`src/inc/acc_pkg.sv`:
```
// Summary of operation
// bit 10 enables channel two, resets 1
// bit 9 enables channel one, resets 1
// bit 8 enables channel zero, resets 1
// host writes zeros to reserved bits 7:6
// turbo bit 5 forces ratio 64, resets 0
// turbo clear: ratio from bits 4:2
// field code 000 is 128, doubling, reset 011
// field code 111 decodes as 16384
`default_nettype none
package acc_pkg;
    // bus geometry
    localparam int ACC_DATA_W = 32; // apb data width
    localparam int ACC_ADDR_W = 12; // apb byte address width
    localparam int ACC_REG_W = 16; // width of the configuration register
    // register indices; byte address is four times the index
    localparam int ACC_CFG_IDX = 3; // converter_clock_config index
    localparam int ACC_STAT_IDX = 8; // ratio status index
    localparam logic [ACC_ADDR_W-1:0] ACC_CFG_ADDR = 12'(ACC_CFG_IDX * 4); // byte address of config
    localparam logic [ACC_ADDR_W-1:0] ACC_STAT_ADDR = 12'(ACC_STAT_IDX * 4); // byte address of status
    // configuration field layout
    localparam int ACC_NUM_CHAN = 3; // channels held here
    localparam int ACC_CH0_BIT = 8; // channel zero enable position
    localparam int ACC_RSV_LSB = 6; // reserved pair low bit
    localparam int ACC_RSV_W = 2; // reserved pair width
    localparam int ACC_TURBO_BIT = 5; // turbo ratio select position
    localparam int ACC_RATIO_LSB = 2; // ratio field low bit
    localparam int ACC_RATIO_W = 3; // ratio field width
    // byte lanes of pstrb
    localparam int ACC_LANE_LO = 0; // covers bits 7:0
    localparam int ACC_LANE_HI = 1; // covers bits 15:8
    localparam int ACC_LANE_ST = 2; // covers bits 23:16
    // reset values
    localparam logic ACC_CH_EN_RST = 1'h1; // channels start enabled
    localparam logic ACC_TURBO_RST = 1'h0; // turbo starts off
    localparam logic [ACC_RATIO_W-1:0] ACC_RATIO_RST = 3'h3; // code for 1024
    localparam logic [ACC_RSV_W-1:0] ACC_RSV_RST = 2'h0; // reserved pair reset
    // oversampling ratio values
    localparam int ACC_OSR_W = 15; // wide enough for 16384
    localparam logic [ACC_OSR_W-1:0] ACC_OSR_TURBO = 15'h0040; // 64
    localparam logic [ACC_OSR_W-1:0] ACC_OSR_BASE = 15'h0080; // 128 at code 000
    localparam logic [ACC_OSR_W-1:0] ACC_OSR_RST = 15'h0400; // 1024
    localparam logic [ACC_OSR_W-1:0] ACC_OSR_8192 = 15'h2000; // code 110
    localparam logic [ACC_OSR_W-1:0] ACC_OSR_16384 = 15'h4000; // code 111
    localparam logic [ACC_RATIO_W-1:0] ACC_CODE_MIN = 3'h0; // lowest code
    localparam logic [ACC_RATIO_W-1:0] ACC_CODE_6 = 3'h6; // 8192 code
    localparam logic [ACC_RATIO_W-1:0] ACC_CODE_MAX = 3'h7; // highest code
    // status field layout
    localparam int ACC_STAT_OSR_LSB = 0; // effective ratio low bit
    localparam int ACC_STAT_TURBO_BIT = 15; // turbo active
    localparam int ACC_STAT_RSVW_BIT = 16; // reserved-bit write seen, write one to clear
    // apb response phase
    typedef enum logic {
        ACC_IDLE,
        ACC_ACCESS
    } acc_phase_t;
endpackage
`default_nettype wire

```
`src/logic/acc_osr_config.sv`:
```
`timescale 1ns/1ps
`default_nettype none
module acc_osr_config
    import acc_pkg::*;
(
    input wire logic clk_sys, // system clock, 40 MHz
    input wire logic rst, // async reset, active high
    input wire logic [ACC_ADDR_W-1:0] paddr, // apb byte address
    input wire logic psel, // apb select
    input wire logic penable, // apb enable
    input wire logic pwrite, // apb direction, high for write
    input wire logic [ACC_DATA_W-1:0] pwdata, // apb write data
    input wire logic [3:0] pstrb, // apb byte strobes
    output logic [ACC_DATA_W-1:0] prdata, // apb read data
    output logic pready, // apb ready
    output logic pslverr, // apb error for unmapped address
    output logic chan_zero_enable, // channel zero converter enable
    output logic chan_one_enable, // channel one converter enable
    output logic chan_two_enable, // channel two converter enable
    output logic turbo_ratio_select, // turbo ratio selected
    output logic [ACC_RATIO_W-1:0] oversampling_ratio_field, // raw ratio field
    output logic [ACC_OSR_W-1:0] osr_value, // effective oversampling ratio
    output logic osr_update // pulse when the effective ratio changes
);
    // ---- bus phase tracking ----
    acc_phase_t phase_ff; // response phase
    acc_phase_t nxt_phase; // next response phase
    logic pready_ff; // ready towards the master
    logic nxt_pready; // next ready
    logic pslverr_ff; // error flag of the current answer
    logic nxt_pslverr; // next error flag
    logic [ACC_DATA_W-1:0] prdata_ff; // read data of the current answer
    logic [ACC_DATA_W-1:0] nxt_prdata; // next read data

    // ---- configuration state ----
    logic [ACC_NUM_CHAN-1:0] chan_en_ff; // per-channel enables
    logic [ACC_NUM_CHAN-1:0] nxt_chan_en; // next per-channel enables
    logic [ACC_RSV_W-1:0] rsv_ff; // reserved pair, stored as written
    logic [ACC_RSV_W-1:0] nxt_rsv; // next reserved pair
    logic turbo_ff; // turbo ratio select
    logic nxt_turbo; // next turbo ratio select
    logic [ACC_RATIO_W-1:0] field_ff; // ratio field
    logic [ACC_RATIO_W-1:0] nxt_field; // next ratio field
    logic rsvw_ff; // sticky: host put ones into the reserved pair
    logic nxt_rsvw; // next sticky flag

    // ---- decoded bus terms ----
    logic setup_cyc; // first cycle of a transfer
    logic done_cyc; // edge at which the transfer completes
    logic hit_cfg; // address selects the configuration word
    logic hit_stat; // address selects the status word
    logic wr_cfg_lo; // config write, low byte lane
    logic wr_cfg_hi; // config write, high byte lane
    logic wr_stat_clr; // status write of one to the sticky bit
    logic [ACC_OSR_W-1:0] osr_w; // decoder ratio output
    logic osr_upd_w; // decoder change pulse

    // address and strobe decode; only the completing edge may write
    always_comb begin
        setup_cyc = psel && !penable;
        done_cyc = psel && penable && pready_ff;
        hit_cfg = (paddr == ACC_CFG_ADDR);
        hit_stat = (paddr == ACC_STAT_ADDR);
        wr_cfg_lo = done_cyc && pwrite && hit_cfg && pstrb[ACC_LANE_LO];
        wr_cfg_hi = done_cyc && pwrite && hit_cfg && pstrb[ACC_LANE_HI];
        wr_stat_clr = done_cyc && pwrite && hit_stat && pstrb[ACC_LANE_ST] && pwdata[ACC_STAT_RSVW_BIT];
    end

    // answer one cycle after setup: the access phase never waits
    always_comb begin
        nxt_phase = phase_ff;
        nxt_pready = 1'h0;
        case (phase_ff)
            ACC_IDLE: begin
                if (setup_cyc) begin
                    nxt_phase = ACC_ACCESS; // answer is ready in the access phase
                    nxt_pready = 1'h1;
                end
            end
            ACC_ACCESS: begin
                // the access completes here; a new setup can only come next cycle
                nxt_phase = ACC_IDLE;
            end
            default: begin
                nxt_phase = ACC_IDLE; // recover from an illegal code
            end
        endcase
    end

    // read data and error are formed in setup and held through access
    always_comb begin
        nxt_prdata = prdata_ff;
        nxt_pslverr = pslverr_ff;
        if (setup_cyc) begin
            nxt_prdata = '0;
            nxt_pslverr = !(hit_cfg || hit_stat); // unmapped: error, reads zero
            if (!pwrite && hit_cfg) begin
                // bits 15:12, 11 and 1:0 are not held here and read zero
                nxt_prdata[ACC_CH0_BIT +: ACC_NUM_CHAN] = chan_en_ff;
                nxt_prdata[ACC_RSV_LSB +: ACC_RSV_W] = rsv_ff;
                nxt_prdata[ACC_TURBO_BIT] = turbo_ff;
                nxt_prdata[ACC_RATIO_LSB +: ACC_RATIO_W] = field_ff;
            end else if (!pwrite && hit_stat) begin
                nxt_prdata[ACC_STAT_OSR_LSB +: ACC_OSR_W] = osr_w;
                nxt_prdata[ACC_STAT_TURBO_BIT] = turbo_ff;
                nxt_prdata[ACC_STAT_RSVW_BIT] = rsvw_ff;
            end
        end else if (done_cyc) begin
            nxt_pslverr = 1'h0; // error must not linger past its access
        end
    end

    // bus response registers
    always_ff @(posedge clk_sys or posedge rst) begin
        if (rst) begin
            phase_ff <= ACC_IDLE;
            pready_ff <= 1'h0;
            pslverr_ff <= 1'h0;
            prdata_ff <= '0;
        end else begin
            phase_ff <= nxt_phase;
            pready_ff <= nxt_pready;
            pslverr_ff <= nxt_pslverr;
            prdata_ff <= nxt_prdata;
        end
    end

    // per-channel enables, one slice per converter
    genvar gi;
    generate
        for (gi = 0; gi < ACC_NUM_CHAN; gi++) begin : g_chan
            // a channel that is off keeps its modulator idle
            always_comb begin
                nxt_chan_en[gi] = chan_en_ff[gi];
                if (wr_cfg_hi) begin
                    nxt_chan_en[gi] = pwdata[ACC_CH0_BIT + gi];
                end
            end

            // enables come up on so all converters run after reset
            always_ff @(posedge clk_sys or posedge rst) begin
                if (rst) begin
                    chan_en_ff[gi] <= ACC_CH_EN_RST;
                end else begin
                    chan_en_ff[gi] <= nxt_chan_en[gi];
                end
            end
        end
    endgenerate

    // low byte: reserved pair, turbo and ratio field
    always_comb begin
        nxt_rsv = rsv_ff;
        nxt_turbo = turbo_ff;
        nxt_field = field_ff;
        if (wr_cfg_lo) begin
            nxt_rsv = pwdata[ACC_RSV_LSB +: ACC_RSV_W];
            nxt_turbo = pwdata[ACC_TURBO_BIT];
            nxt_field = pwdata[ACC_RATIO_LSB +: ACC_RATIO_W];
        end
    end

    // sticky flag for ones written to the reserved pair; set wins over clear
    always_comb begin
        nxt_rsvw = rsvw_ff;
        if (wr_stat_clr) begin
            nxt_rsvw = 1'h0;
        end
        if (wr_cfg_lo && (pwdata[ACC_RSV_LSB +: ACC_RSV_W] != ACC_RSV_RST)) begin
            nxt_rsvw = 1'h1;
        end
    end

    // configuration low byte registers
    always_ff @(posedge clk_sys or posedge rst) begin
        if (rst) begin
            rsv_ff <= ACC_RSV_RST;
            turbo_ff <= ACC_TURBO_RST;
            field_ff <= ACC_RATIO_RST;
            rsvw_ff <= 1'h0;
        end else begin
            rsv_ff <= nxt_rsv;
            turbo_ff <= nxt_turbo;
            field_ff <= nxt_field;
            rsvw_ff <= nxt_rsvw;
        end
    end

    // ratio decode is registered; the change pulse lets decimators restart cleanly
    acc_ratio_decode acc_ratio_decode_inst (
        .clk_sys(clk_sys),
        .rst(rst),
        .turbo(turbo_ff),
        .field(field_ff),
        .ratio(osr_w),
        .update(osr_upd_w)
    );

    // every output is a flip-flop, either here or in the decoder
    assign prdata = prdata_ff;
    assign pready = pready_ff;
    assign pslverr = pslverr_ff;
    assign chan_zero_enable = chan_en_ff[0];
    assign chan_one_enable = chan_en_ff[1];
    assign chan_two_enable = chan_en_ff[2];
    assign turbo_ratio_select = turbo_ff;
    assign oversampling_ratio_field = field_ff;
    assign osr_value = osr_w;
    assign osr_update = osr_upd_w;
endmodule
`default_nettype wire

```
`src/logic/acc_ratio_decode.sv`:
```
`timescale 1ns/1ps
`default_nettype none
module acc_ratio_decode
    import acc_pkg::*;
(
    input wire logic clk_sys, // system clock
    input wire logic rst, // async reset, active high
    input wire logic turbo, // turbo ratio select
    input wire logic [ACC_RATIO_W-1:0] field, // oversampling ratio field
    output logic [ACC_OSR_W-1:0] ratio, // registered effective ratio
    output logic update // one-cycle pulse when ratio changes
);
    logic [ACC_OSR_W-1:0] ratio_ff; // effective ratio
    logic [ACC_OSR_W-1:0] nxt_ratio; // next effective ratio
    logic update_ff; // change pulse
    logic nxt_update; // next change pulse

    // turbo overrides the field; otherwise each code doubles from 128
    always_comb begin
        if (turbo) begin
            nxt_ratio = ACC_OSR_TURBO;
        end else begin
            nxt_ratio = ACC_OSR_W'(ACC_OSR_BASE << field);
        end
        nxt_update = (nxt_ratio != ratio_ff); // decimators restart on this
    end

    // register the decode so the filter sees a glitch-free value
    always_ff @(posedge clk_sys or posedge rst) begin
        if (rst) begin
            ratio_ff <= ACC_OSR_RST;
            update_ff <= 1'h0;
        end else begin
            ratio_ff <= nxt_ratio;
            update_ff <= nxt_update;
        end
    end

    assign ratio = ratio_ff;
    assign update = update_ff;
endmodule
`default_nettype wire

```
`config.mk`:
```
export PLATFORM = sky130hd
export DESIGN_NAME = acc_osr_config
export DESIGN_NICKNAME = d
export VERILOG_FILES = /design/src/inc/acc_pkg.sv /design/src/logic/acc_osr_config.sv /design/src/logic/acc_ratio_decode.sv
export SDC_FILE = /design/constraint.sdc
export NUM_CORES = 1
export LEC_CHECK = 0
export ABC_AREA = 1
export CAP_MARGIN = 5
export CORE_MARGIN = 2
export CORE_UTILIZATION = 55
export DETAILED_ROUTE_END_ITERATION = 8
export DONT_BUFFER_PORTS = 1
export PLACE_DENSITY = 0.71
export SYNTH_ARGS = -nofsm -noshare
export SYNTH_HDL_FRONTEND = slang
export SYNTH_HIERARCHICAL = 1
export SYNTH_SLANG_ARGS = --single-unit
```
`constraint.sdc`:
```
create_clock -name clk_sys -period 1.1 [get_ports clk_sys]
set_input_delay 0.055 -clock clk_sys [delete_from_list [all_inputs] [get_ports clk_sys]]
set_output_delay 0.055 -clock clk_sys [all_outputs]
set_load 0.02 [all_outputs]
```
; Yosys cells after proc, flatten, opt, wreduce, memory -nomap -nowiden
; Cells that the tools add are included.
[word_totals]
word_cells = 50
output_inout_bits = 57
reg_bits = 46
input_bits = 53
[op_classes]
n_shift = 1
n_reduce_logical = 20
mux = 12
n_eq_ne = 3
bitwise = 1
[ops]
columns = op, n
row1 = $mux 17, 1
row2 = $mux 15, 1
row3 = $ne 15x15->1, 1
row4 = $shl 8x3->15 const A, 1
row5 = $logic_and 1x1->1, 13
row6 = $eq 12x4->1 const B, 1
row7 = $eq 12x6->1 const B, 1
row8 = $mux 9, 1
row9 = $mux 1, 6
row10 = $mux 6, 1
row11 = $reduce_bool 2->1, 3
row12 = $logic_not 1->1, 3
row13 = $mux 2, 1
row14 = $pmux 1 s2, 1
row15 = $logic_or 1x1->1, 1
row16 = $not 1->1, 1

; Depth between registers and ports, before layout
; Gate-level depths: netlist of run 1.
[depth]
word_depth = 8
mapped_depth = 9
ltp_nobuf = 9

; Hierarchy
; Netlist of run 1, hierarchy kept.
[by_module_without_submodules]
columns = mod, n_inst, cells_each, area_each_um2, seq_area_each_um2
row1 = acc_osr_config, 1, 199, 1567.8, 732.0
row2 = acc_ratio_decode, 1, 86, 596.8, 251.5

; Least setup slack after synthesis of run 1
; Ideal clock, no wire load.
[synth_path]
path_type = flip-flop to flip-flop
start = register field_ff[0], in the netlist oversampling_ratio_field[0]
end = register acc_ratio_decode_inst.update_ff, in the netlist acc_ratio_decode_inst/update
setup_time_ns = 0.125
required_time_ns = 0.975
arrival_ns = 1.183
path_buffers = 0
path_stages_with_launch = 7
period_less_slack_ns = 1.308
path_slack_ns = -0.208
path_cell_list = dfstp_2 inv_1 nor2_1 nand2_1 xnor2_1 nor2_1 nand3_1
[synth_between]
elab_chain_cells = 3
[synth_rtl]
columns = item, line_no
row1 = from (decl), acc_osr_config.sv:42  ; logic [ACC_RATIO_W-1:0] field_ff;
row2 = from (signal assigned), acc_osr_config.sv:184  ; field_ff <= nxt_field;
row3 = $shl 8x3->15, acc_ratio_decode.sv:23  ; nxt_ratio = ACC_OSR_W'(ACC_OSR_BASE << field);
row4 = $mux 15, acc_ratio_decode.sv:20  ; if (turbo) begin
row5 = $ne 15x15->1, acc_ratio_decode.sv:25  ; nxt_update = (nxt_ratio != ratio_ff);
row6 = net acc_ratio_decode_inst.nxt_update, acc_ratio_decode.sv:16  ; logic nxt_update;
row7 = to (signal assigned), acc_ratio_decode.sv:35  ; update_ff <= nxt_update;
row8 = to (decl), acc_ratio_decode.sv:15  ; logic update_ff;
; The timed path passes the listed nets, and every way through them passes these cells.
; A chain may end at the register's enable or synchronous reset.

; Final worst setup path of run 1
; Ends and elaborated chain as after synthesis.

==> impl_metrics.env, run 1 <==
export IMPL_outcome="finished, violations left"
export IMPL_violations="setup timing"
export IMPL_cts_root_buffer="clkbuf_8"
export IMPL_hpwl_um=3710
export IMPL_synth_seq_cells=39
export IMPL_final_instance_count_excl_fill=381
export IMPL_cp_num_buf_inv=1
export IMPL_fin_area_mm2=0.00271
export IMPL_die_area_mm2=0.00445
export IMPL_grt_pass1_vias=1854
export IMPL_grt_pass1_wl_um=8430
export IMPL_synth_compound_area_share_pct=1.85
export IMPL_top_level_ports=110
export IMPL_min_delay_start="paddr[4]"
export IMPL_arrival_ns=1.49
export IMPL_drt_vias_per_instance=5.02
export IMPL_skew_ns=0.00558
export IMPL_path_depth=6
export IMPL_leakage_nw=1.50
export IMPL_layout_commonest_cell="nand2_1"
export IMPL_cts_tree="built"
export IMPL_hold_viol=0
export IMPL_timing_critical_path_fanout_max=5
export IMPL_worstPathRequired_ns=1.26
export IMPL_min_period_ns=1.32
export IMPL_slew_violations=0
export IMPL_clk_pin_slew_ns=0.08
export IMPL_synth_top_family_by_area="simple AND/OR/NAND/NOR gates"
export IMPL_crit_slowest_cell="dfstp_2"
export IMPL_routabilityCongestion=0.866
export IMPL_startpoint="oversampling_ratio_field[0]"
export IMPL_cts_buffers=5
export IMPL_antenna_cells=0
export IMPL_drt_iter0_drc=145
export IMPL_r2r_setup_slack_ns=-0.22
export IMPL_synthTopCellsByArea="dfrtp_1 (38%), nand2_1 (19%), buf_4 (7.6%)"
export IMPL_track_usage_pct=25.4
export IMPL_hp_class="primary input to flip-flop"
export IMPL_die_width_um=66.7
export IMPL_cp_top_family="flip-flops"
export IMPL_synth_simple_area_share_pct=38.2
export IMPL_crit_chain="inv_2 -> nor2_4 -> nand2_2 -> xnor2_1 -> nor2_1 -> nand3_1"
export IMPL_yosysTopAreaCell="dfrtp_1"
export IMPL_layout_drive_gt1_share_pct=26.1
export IMPL_clk_latency_ns=0.28
export IMPL_synth_top_area_share_pct=38.2
export IMPL_dp_cells=357
export IMPL_powerDensity_mw_per_mm2=1080
export IMPL_drtAntennaViolNets=0
export IMPL_post_route_drc_count=0
export IMPL_syn2layout_area_growth_pct=25.2
export IMPL_rows=22
export IMPL_cpPeakStageDelay_ns=0.59
export IMPL_syn_instance_count=285
export IMPL_ir_drop_uv=924
export IMPL_yosys_cell_types_count=22
export IMPL_placed_cell_area_mm2=0.00238
export IMPL_rsz0062_at_grt="true"
export IMPL_post_synth_fa_ha_maj_area_fraction_pct=0
export IMPL_grt_max_degree=20
export IMPL_setup_ws_ns=-0.221
export IMPL_fin_crit_sh_pct=120
export IMPL_end_kind="flip-flop"
export IMPL_wirelength_um=5130
export IMPL_clock_path_buffers=2
export IMPL_reg2regPathDepth=6
export IMPL_max_freq_ghz=0.757
export IMPL_vias=1911
export IMPL_yosys_mux_area_fraction_pct=0
export IMPL_timing_rr_start="oversampling_ratio_field[0]"
export IMPL_coreArea_mm2=0.00372
export IMPL_cap_violations=0
export IMPL_synth_xor_area_share_pct=0.405
export IMPL_die_h_um=66.7
export IMPL_avgSynthCellArea_um2=7.60
export IMPL_critPathCapture="acc_ratio_decode_inst/update"
export IMPL_cts_sinks=39
export IMPL_startpoint_type="flip-flop"
export IMPL_fin_nets=385
export IMPL_overflow=0
export IMPL_reg2reg_to="acc_ratio_decode_inst/update"
export IMPL_setup_viol=15
export IMPL_ys_warn_count=6
export IMPL_start_util_pct=58.2
export IMPL_final_cell_mix="nand2_1 (104), dfrtp_1 (31), buf_4 (29)"
export IMPL_antenna_found_initial=0
export IMPL_syn_cell_area_mm2=0.00216
export IMPL_critPathKind="flip-flop to flip-flop"
export IMPL_first_pass_iters=4
export IMPL_port_buffers=0
export IMPL_yosysSeqAreaShare_pct=45.4
export IMPL_wl_per_cell_um=13.5
export IMPL_htree_levels=2
metal layers:
metal  track usage [%]  share of wire (%)  up-vias
li1                  -                  -      942
met1              31.7                 42      889
met5                 0                  0        -
met3              7.09                7.7        6
met2              41.9                 49       74
met4              9.18                1.4        0
registers in the layout, summed over array words and instances (netlist names):
name and count:
prdata 17, acc_ratio_decode_inst/ratio 9, oversampling_ratio_field 3, rsv_ff 2, acc_ratio_decode_inst/update 1, chan_one_enable 1
chan_two_enable 1, chan_zero_enable 1, phase_ff 1, pslverr 1, rsvw_ff 1, turbo_ratio_select 1
worst reg2reg max path, stage by stage (launching register included):
cell and delay, ns:
dfstp_2 0.59, inv_2 0.07, nor2_4 0.13, nand2_2 0.07, xnor2_1 0.12, nor2_1 0.12, nand3_1 0.10
power breakdown:
group          leakage (nW)  internal, mW  total [mW]  switching [mW]
clock                0.0612         0.734        1.22           0.488
combinational         0.928        0.0709       0.243           0.172
sequential            0.508          1.44        1.45          0.0106
total                  1.50          2.25        2.92           0.671
kinds of logic after synthesis:
| family | count (synthesis) |
|---|---|
| AOI/OAI and AO/OA | 8 |
| xor gates and xnor gates | 1 |
| buffers and inverters | 57 |
| DFF | 39 |
| other | 2 |
| and+or+nand+nor | 178 |
final cells by class:
type / instances / area (um2)
Timing Repair Buffer: 47 / 423
Clock buffer: 6 / 82.6
Tap cell: 48 / 60.1
Inverter: 31 / 118
Fill cell: 318 / 1010
Sequential cell: 39 / 986
Multi-Input combinational cell: 208 / 1010
Clock inverter: 2 / 35.0
synthesized netlist by cell type (all sizes together):
library cell	count
nor2	24
conb	2
clkinv	4
a21oi	1
o21ai	7
buf	23
nor3	2
dfrtp	33
clkbuf	3
xnor2	1
inv	27
nand4	18
dfstp	6
nand3	20
nand2	114
metrics by stage:
step | setup WS (ns) | hold WS (ns) | power, mW | utilization [%] | TNS (ns)
2_1_floorplan | -0.174 | -0.106 | 1.69 | - | -0.179
3_3_place_gp | -0.154 | -0.0504 | 1.68 | 64.1 | -0.223
3_5_place_dp | -0.195 | -0.0506 | 1.68 | 64.1 | -0.315
4_1_cts | -0.152 | 0.0206 | 2.93 | 71.8 | -0.405
5_1_grt | -0.336 | 0.0303 | 3.06 | 72.9 | -2.03
6_report | -0.221 | 0.0249 | 2.92 | 72.9 | -0.633
worst min-delay path by stage:
stage	slack, ns	endpoint	cells past startpoint
2_1_floorplan	-0.11	acc_ratio_decode_inst/ratio[11]	1
3_3_place_gp	-0.05	acc_ratio_decode_inst/ratio[14]	1
5_1_grt	0.03	rsvw_ff	3
6_report	0.02	pslverr	4
4_1_cts	0.02	pslverr	4
3_5_place_dp	-0.05	acc_ratio_decode_inst/ratio[14]	1
repair_timing:
action                                  4_1_cts  5_1_grt
buffers inserted                              3        1
pin swaps                                     5       14
resized for setup                            10       14
hold buffers                                 12        0
endpoints found under the setup margin       10       18
hold endpoints to repair                     32        0
No activity file was read; power rests on OpenSTA's default activity.
==> inputs of run 2 (changes only) <==
--- a/config.mk
+++ b/config.mk
@@ -11,6 +11,7 @@
 export CORE_UTILIZATION = 55
 export DETAILED_ROUTE_END_ITERATION = 8
 export DONT_BUFFER_PORTS = 1
+export HOLD_SLACK_MARGIN = 0.12
 export PLACE_DENSITY = 0.71
 export SYNTH_ARGS = -nofsm -noshare
 export SYNTH_HDL_FRONTEND = slang
==> run 2 against run 1 <==
The flow still finishes with violations (setup timing). Largest cell class unchanged. Non-clock buffer count rose by 5. Clock skew rose by 0.0029 ns. Wire length rose by 0.80%. Hold slack improved by 0.070 ns. Highest routed layer unchanged. Critical path type unchanged. Count of clock-buffer cells in the layout did not move. Die area did not move. Worst setup slack improved by 0.013 ns.
==> impl_metrics.env, run 2 (synthesis gave the netlist of run 1 again) <==
export IMPL_hold_viol=0
export IMPL_max_freq_ghz=0.764
export IMPL_largest_reg_flops=17
export IMPL_timing_hold_ws_ns=0.0951
export IMPL_die_h_um=66.7
export IMPL_layout_drive_gt1_share_pct=25.7
export IMPL_power_total_mw=2.94
export IMPL_grt_pass1_vias=1891
export IMPL_syn2layout_area_growth_pct=27.7
export IMPL_drtAntennaViolNets=0
export IMPL_rows=22
export IMPL_cts_tree="built"
export IMPL_arrival_ns=1.48
export IMPL_top_level_ports=110
export IMPL_hp_class="primary input to flip-flop"
export IMPL_final_cell_mix="nand2_1 (104), dfrtp_1 (31), buf_4 (29)"
export IMPL_setup_ws_ns=-0.208
export IMPL_drt_iter0_drc=127
export IMPL_fin_nets=390
export IMPL_antenna_cells=0
export IMPL_skew_ns=0.00850
export IMPL_slew_violations=0
export IMPL_die_area_mm2=0.00445
export IMPL_wl_per_cell_um=13.4
export IMPL_violations="setup timing"
export IMPL_end_kind="flip-flop"
export IMPL_rsz0062_at_grt="true"
export IMPL_hpwl_um=3710
export IMPL_ir_drop_uv=932
export IMPL_wirelength_um=5180
export IMPL_antenna_found_initial=0
export IMPL_post_route_drc_count=0
export IMPL_worstPathRequired_ns=1.27
export IMPL_critPathKind="flip-flop to flip-flop"
export IMPL_startpoint_type="flip-flop"
export IMPL_port_buffers=0
export IMPL_drt_vias_per_instance=5.08
export IMPL_tns_ns=-0.535
export IMPL_coreArea_mm2=0.00372
export IMPL_first_pass_iters=4
export IMPL_track_usage_pct=25.8
export IMPL_clock_path_buffers=2
export IMPL_vias=1961
export IMPL_start_util_pct=58.2
export IMPL_layout_commonest_cell="nand2_1"
export IMPL_routabilityCongestion=0.866
export IMPL_cts_buffers=5
export IMPL_cts_hold_buf=17
export IMPL_leakage_nw=1.54
export IMPL_cap_violations=0
export IMPL_cts_root_buffer="clkbuf_8"
export IMPL_grt_pass1_wl_um=8590
export IMPL_min_period_ns=1.31
export IMPL_timing_critical_path_fanout_max=5
export IMPL_htree_levels=2
export IMPL_overflow=0
export IMPL_grt_max_degree=20
export IMPL_powerDensity_mw_per_mm2=1060
export IMPL_fin_crit_sh_pct=119
export IMPL_fill_cells=306
export IMPL_clk_latency_ns=0.29
export IMPL_clk_pin_slew_ns=0.08
export IMPL_outcome="finished, violations left"
export IMPL_setup_viol=9
export IMPL_final_util_pct=74.4
export IMPL_die_width_um=66.7
export IMPL_cts_sinks=39
-- run 2: cell types whose count changed in the layout (fill, tap and decap cells not counted) --
cell | previous run | this run
dlygate4sd3_1 | 12 | 15
dlymetal6s4s_1 | 0 | 2
-- run 2: worst paths after layout --
check / startpoint / endpoint / slack [ns] / cells after the start
min: paddr[2] / pslverr / 0.1 / 4
max in group asynchronous: rst / phase_ff / 0.37 / 3
min reg2reg: rsv_ff[0] / rsv_ff[0] / 0.54 / 2
max reg2reg: oversampling_ratio_field[0] / acc_ratio_decode_inst/update / -0.21 / 6
max: oversampling_ratio_field[0] / acc_ratio_decode_inst/update / -0.21 / 6
min in group asynchronous: rst / acc_ratio_decode_inst/ratio[13] / 0.22 / 2
-- run 2: through the flow --
| stage | instance area, um2 | worst slack [ns] | std cells |
|---|---|---|---|
| 6_report | 2770 | -0.208 | 386 |
| 5_1_grt | 2770 | -0.336 | 386 |
| 2_1_floorplan | 2250 | -0.174 | 304 |
| 4_1_cts | 2720 | -0.152 | 385 |
| 3_3_place_gp | 2380 | -0.154 | 357 |
| 3_5_place_dp | 2380 | -0.195 | 357 |
-- run 2: critical path, cell delays in order, from the launching register on --
cell	delay (ns)
dfstp_2	0.59
inv_2	0.06
nor2_4	0.13
nand2_2	0.08
xnor2_1	0.12
nor2_1	0.12
nand3_1	0.08
-- run 2: per-layer routing --
layer  GRT usage, %  vias to the layer above  share of wire [%]
li1               -                      954                  -
met3           6.59                        6                7.6
met1           32.4                      925                 42
met2           42.9                       76                 49
met5              0                        -                  0
met4           9.18                        0                1.4
-- run 2: layout make-up --
class | instances | area [um2] | area share, %
multi-input cells | 208 | 1010 | 36.4
flip-flops and latches | 39 | 986 | 35.7
repair buffers | 52 | 478 | 17.3
inverters | 31 | 118 | 4.25
clock buffers | 6 | 82.6 | 2.99
well taps | 48 | 60.1 | 2.17
clock inverters | 2 | 35.0 | 1.27
-- run 2: timing repair --
item,4_1_cts,5_1_grt
resized for setup,10,16
gates cloned,0,0
buffers inserted,3,1
hold endpoints to repair,61,2
endpoints found under the setup margin,10,30
pin swaps,5,14
-- run 2: power by group --
part           switching (mW)  total [mW]  internal [mW]
Sequential             0.0105        1.45           1.44
Combinational           0.175       0.257         0.0823
Clock                   0.497        1.23          0.734
Total                   0.683        2.94           2.26
==> inputs of run 3 (changes only) <==
--- a/config.mk
+++ b/config.mk
@@ -7,6 +7,7 @@
 export LEC_CHECK = 0
 export ABC_AREA = 1
 export CAP_MARGIN = 5
+export CORE_ASPECT_RATIO = 1.5
 export CORE_MARGIN = 2
 export CORE_UTILIZATION = 55
 export DETAILED_ROUTE_END_ITERATION = 8
==> run 3 against run 2 <==
Critical path depth unchanged. Utilization grew 0.40 points. The run still ends with setup timing left. Sequential share of layout area fell by 0.19 points. Global-route usage fell by 0.71 points. Via count grew 1.1%. Register-to-register slack improved by 0.02 ns. Die area up 0.23%. Sequential power is essentially flat. First-iteration DRC count down 46%.
==> impl_metrics.env, run 3 (synthesis gave the netlist of run 1 again) <==
export IMPL_vias=1983
export IMPL_antenna_found_initial=0
export IMPL_grt_met3_usage_pct=6.37
export IMPL_switchingPower_uw=706
export IMPL_start_util_pct=58.2
export IMPL_p_sw_share_pct=23.7
export IMPL_violations="setup timing"
export IMPL_post_route_drc_count=0
export IMPL_cts_buffers=5
export IMPL_reg2reg_to="acc_ratio_decode_inst/update"
export IMPL_antenna_cells=0
export IMPL_crit_chain="nor2_1 -> nand2_2 -> a21oi_1 -> nand2_1 -> nor2_1 -> nand3_1"
export IMPL_clock_path_buffers=2
export IMPL_globalRouteMet2Util_pct=47.1
export IMPL_die_width_um=55.2
export IMPL_largest_reg_flops=17
export IMPL_top_level_ports=110
export IMPL_hpwl_um=3900
export IMPL_clockPowerShare_pct=42.3
export IMPL_critPathCapture="acc_ratio_decode_inst/update"
export IMPL_cts_root_buffer="clkbuf_8"
export IMPL_reg2regPathDepth=6
export IMPL_power_total_mw=2.98
export IMPL_outcome="finished, violations left"
export IMPL_setup_viol=17
export IMPL_cp_top_family="simple AND/OR/NAND/NOR gates"
export IMPL_met1_usage_pct=26.0
export IMPL_holdPathStages=4
export IMPL_htree_levels=2
export IMPL_seqPwrFrac_pct=48.8
export IMPL_grt_pass1_vias=1920
export IMPL_first_pass_iters=5
export IMPL_slew_violations=0
export IMPL_ir_drop_uv=1160
export IMPL_rsz0062_at_grt="true"
export IMPL_comb_power_share_pct=8.9
export IMPL_path_depth=6
export IMPL_timing_critical_path_fanout_max=7
export IMPL_wl_per_cell_um=13.9
export IMPL_r2r_setup_slack_ns=-0.19
export IMPL_path_common_cell="nor2_1"
export IMPL_overflow=0
export IMPL_drtAntennaViolNets=0
export IMPL_layout_commonest_cell="nand2_1"
export IMPL_fin_nets=393
export IMPL_hp_class="primary input to flip-flop"
export IMPL_powerDensity_mw_per_mm2=1070
export IMPL_routabilityCongestion=0.839
export IMPL_port_buffers=0
export IMPL_startpoint_type="flip-flop"
export IMPL_wirelength_um=5360
export IMPL_syn2layout_area_growth_pct=28.4
export IMPL_worstPathRequired_ns=1.29
export IMPL_cts_sinks=39
export IMPL_startpoint="oversampling_ratio_field[1]"
export IMPL_leakage_nw=1.55
export IMPL_p_int_mw=2.27
export IMPL_max_freq_ghz=0.774
export IMPL_coreArea_mm2=0.00372
export IMPL_grt_pass1_wl_um=8610
export IMPL_cts_hold_buf=17
export IMPL_timing_hold_ws_ns=0.00668
export IMPL_die_h_um=80.8
export IMPL_track_usage_pct=25.1
export IMPL_final_util_pct=74.8
export IMPL_layout_drive_gt1_share_pct=27.6
export IMPL_cp_num_buf_inv=0
export IMPL_final_cell_mix="nand2_1 (100), buf_4 (32), dfrtp_1 (31)"
export IMPL_timing_rr_start="oversampling_ratio_field[1]"
export IMPL_grt_max_degree=30
export IMPL_busiest_layer="met2"
export IMPL_crit_slowest_cell="dfstp_2"
export IMPL_cap_violations=0
export IMPL_hold_viol=0
export IMPL_arrival_ns=1.48
export IMPL_cpPeakStageDelay_ns=0.41
export IMPL_setup_ws_ns=-0.192
export IMPL_drt_iter0_drc=69
export IMPL_critPathKind="flip-flop to flip-flop"
export IMPL_clk_pin_slew_ns=0.08
export IMPL_cts_tree="built"
export IMPL_skew_ns=0.00613
export IMPL_min_period_ns=1.29
export IMPL_rows=27
export IMPL_drt_vias_per_instance=5.16
export IMPL_clk_latency_ns=0.30
export IMPL_end_kind="flip-flop"
export IMPL_fin_crit_sh_pct=117
export IMPL_die_area_mm2=0.00446
==> run 3: cell count changes in the layout (fill, tap and decap cells not counted), sizes merged <==
cell / delta
inv: +2
dlymetal6s4s: -1
clkinv: -3
buf: +3
clkinvlp: +2
==> run 3: worst reg2reg max path, cell delays in order, from the launching register on <==
cell,delay (ns)
dfstp_2,0.41
nor2_1,0.30
nand2_2,0.09
a21oi_1,0.14
nand2_1,0.06
nor2_1,0.10
nand3_1,0.07
==> run 3: cell type report <==
class,count,area [um2]
clock buffers,6,82.6
inverters,31,120
clock inverters,2,38.8
fillers,279,936
repair buffers,54,479
well taps,43,53.8
flip-flops and latches,39,986
multi-input cells,208,1010
repair inverters,1,7.51
==> run 3: power groups by stage <==
stage	sequential [mW]	combinational [mW]	clock (mW)
5_1_grt	1.45	0.288	1.34
4_1_cts	1.45	0.249	1.28
6_report	1.45	0.264	1.26
2_1_floorplan	1.48	0.209	0
3_5_place_dp	1.48	0.199	0
3_3_place_gp	1.48	0.197	0
==> run 3: per-stage QoR <==
stage	setup WS, ns	setup TNS (ns)	area [um2]	std cells
floorplan	-0.174	-0.179	2250	304
global placement	-0.186	-0.305	2380	354
detailed placement	-0.209	-0.470	2380	354
CTS	-0.156	-2.57	2710	381
global route	-0.254	-2.17	2780	384
finish	-0.192	-1.00	2780	384
==> run 3: what timing repair did <==
action                                  in CTS  in global routing
pin swaps                                    6                 13
buffers inserted                             2                  3
gates cloned                                 0                  1
endpoints found under the setup margin      15                 33
gates resized for setup                      9                 19
hold endpoints to repair                    58                  3
==> run 3: per-layer routing <==
metal	share of wire, %	up-vias	wire, um
met3	6.5	17	350
met5	0	-	0
met2	55	72	2960
met1	35	932	1880
li1	-	962	-
met4	3.2	0	170
==> run 3: how the worst min path moves through the flow <==
stage,startpoint,endpoint,slack [ns]
finish,paddr[4],pslverr,0.007
global route,paddr[4],prdata[5],0.04
CTS,paddr[2],pslverr,0.06
detailed placement,rst,acc_ratio_decode_inst/ratio[11],-0.05
global placement,rst,acc_ratio_decode_inst/ratio[12],-0.04
floorplan,rst,acc_ratio_decode_inst/ratio[11],-0.11
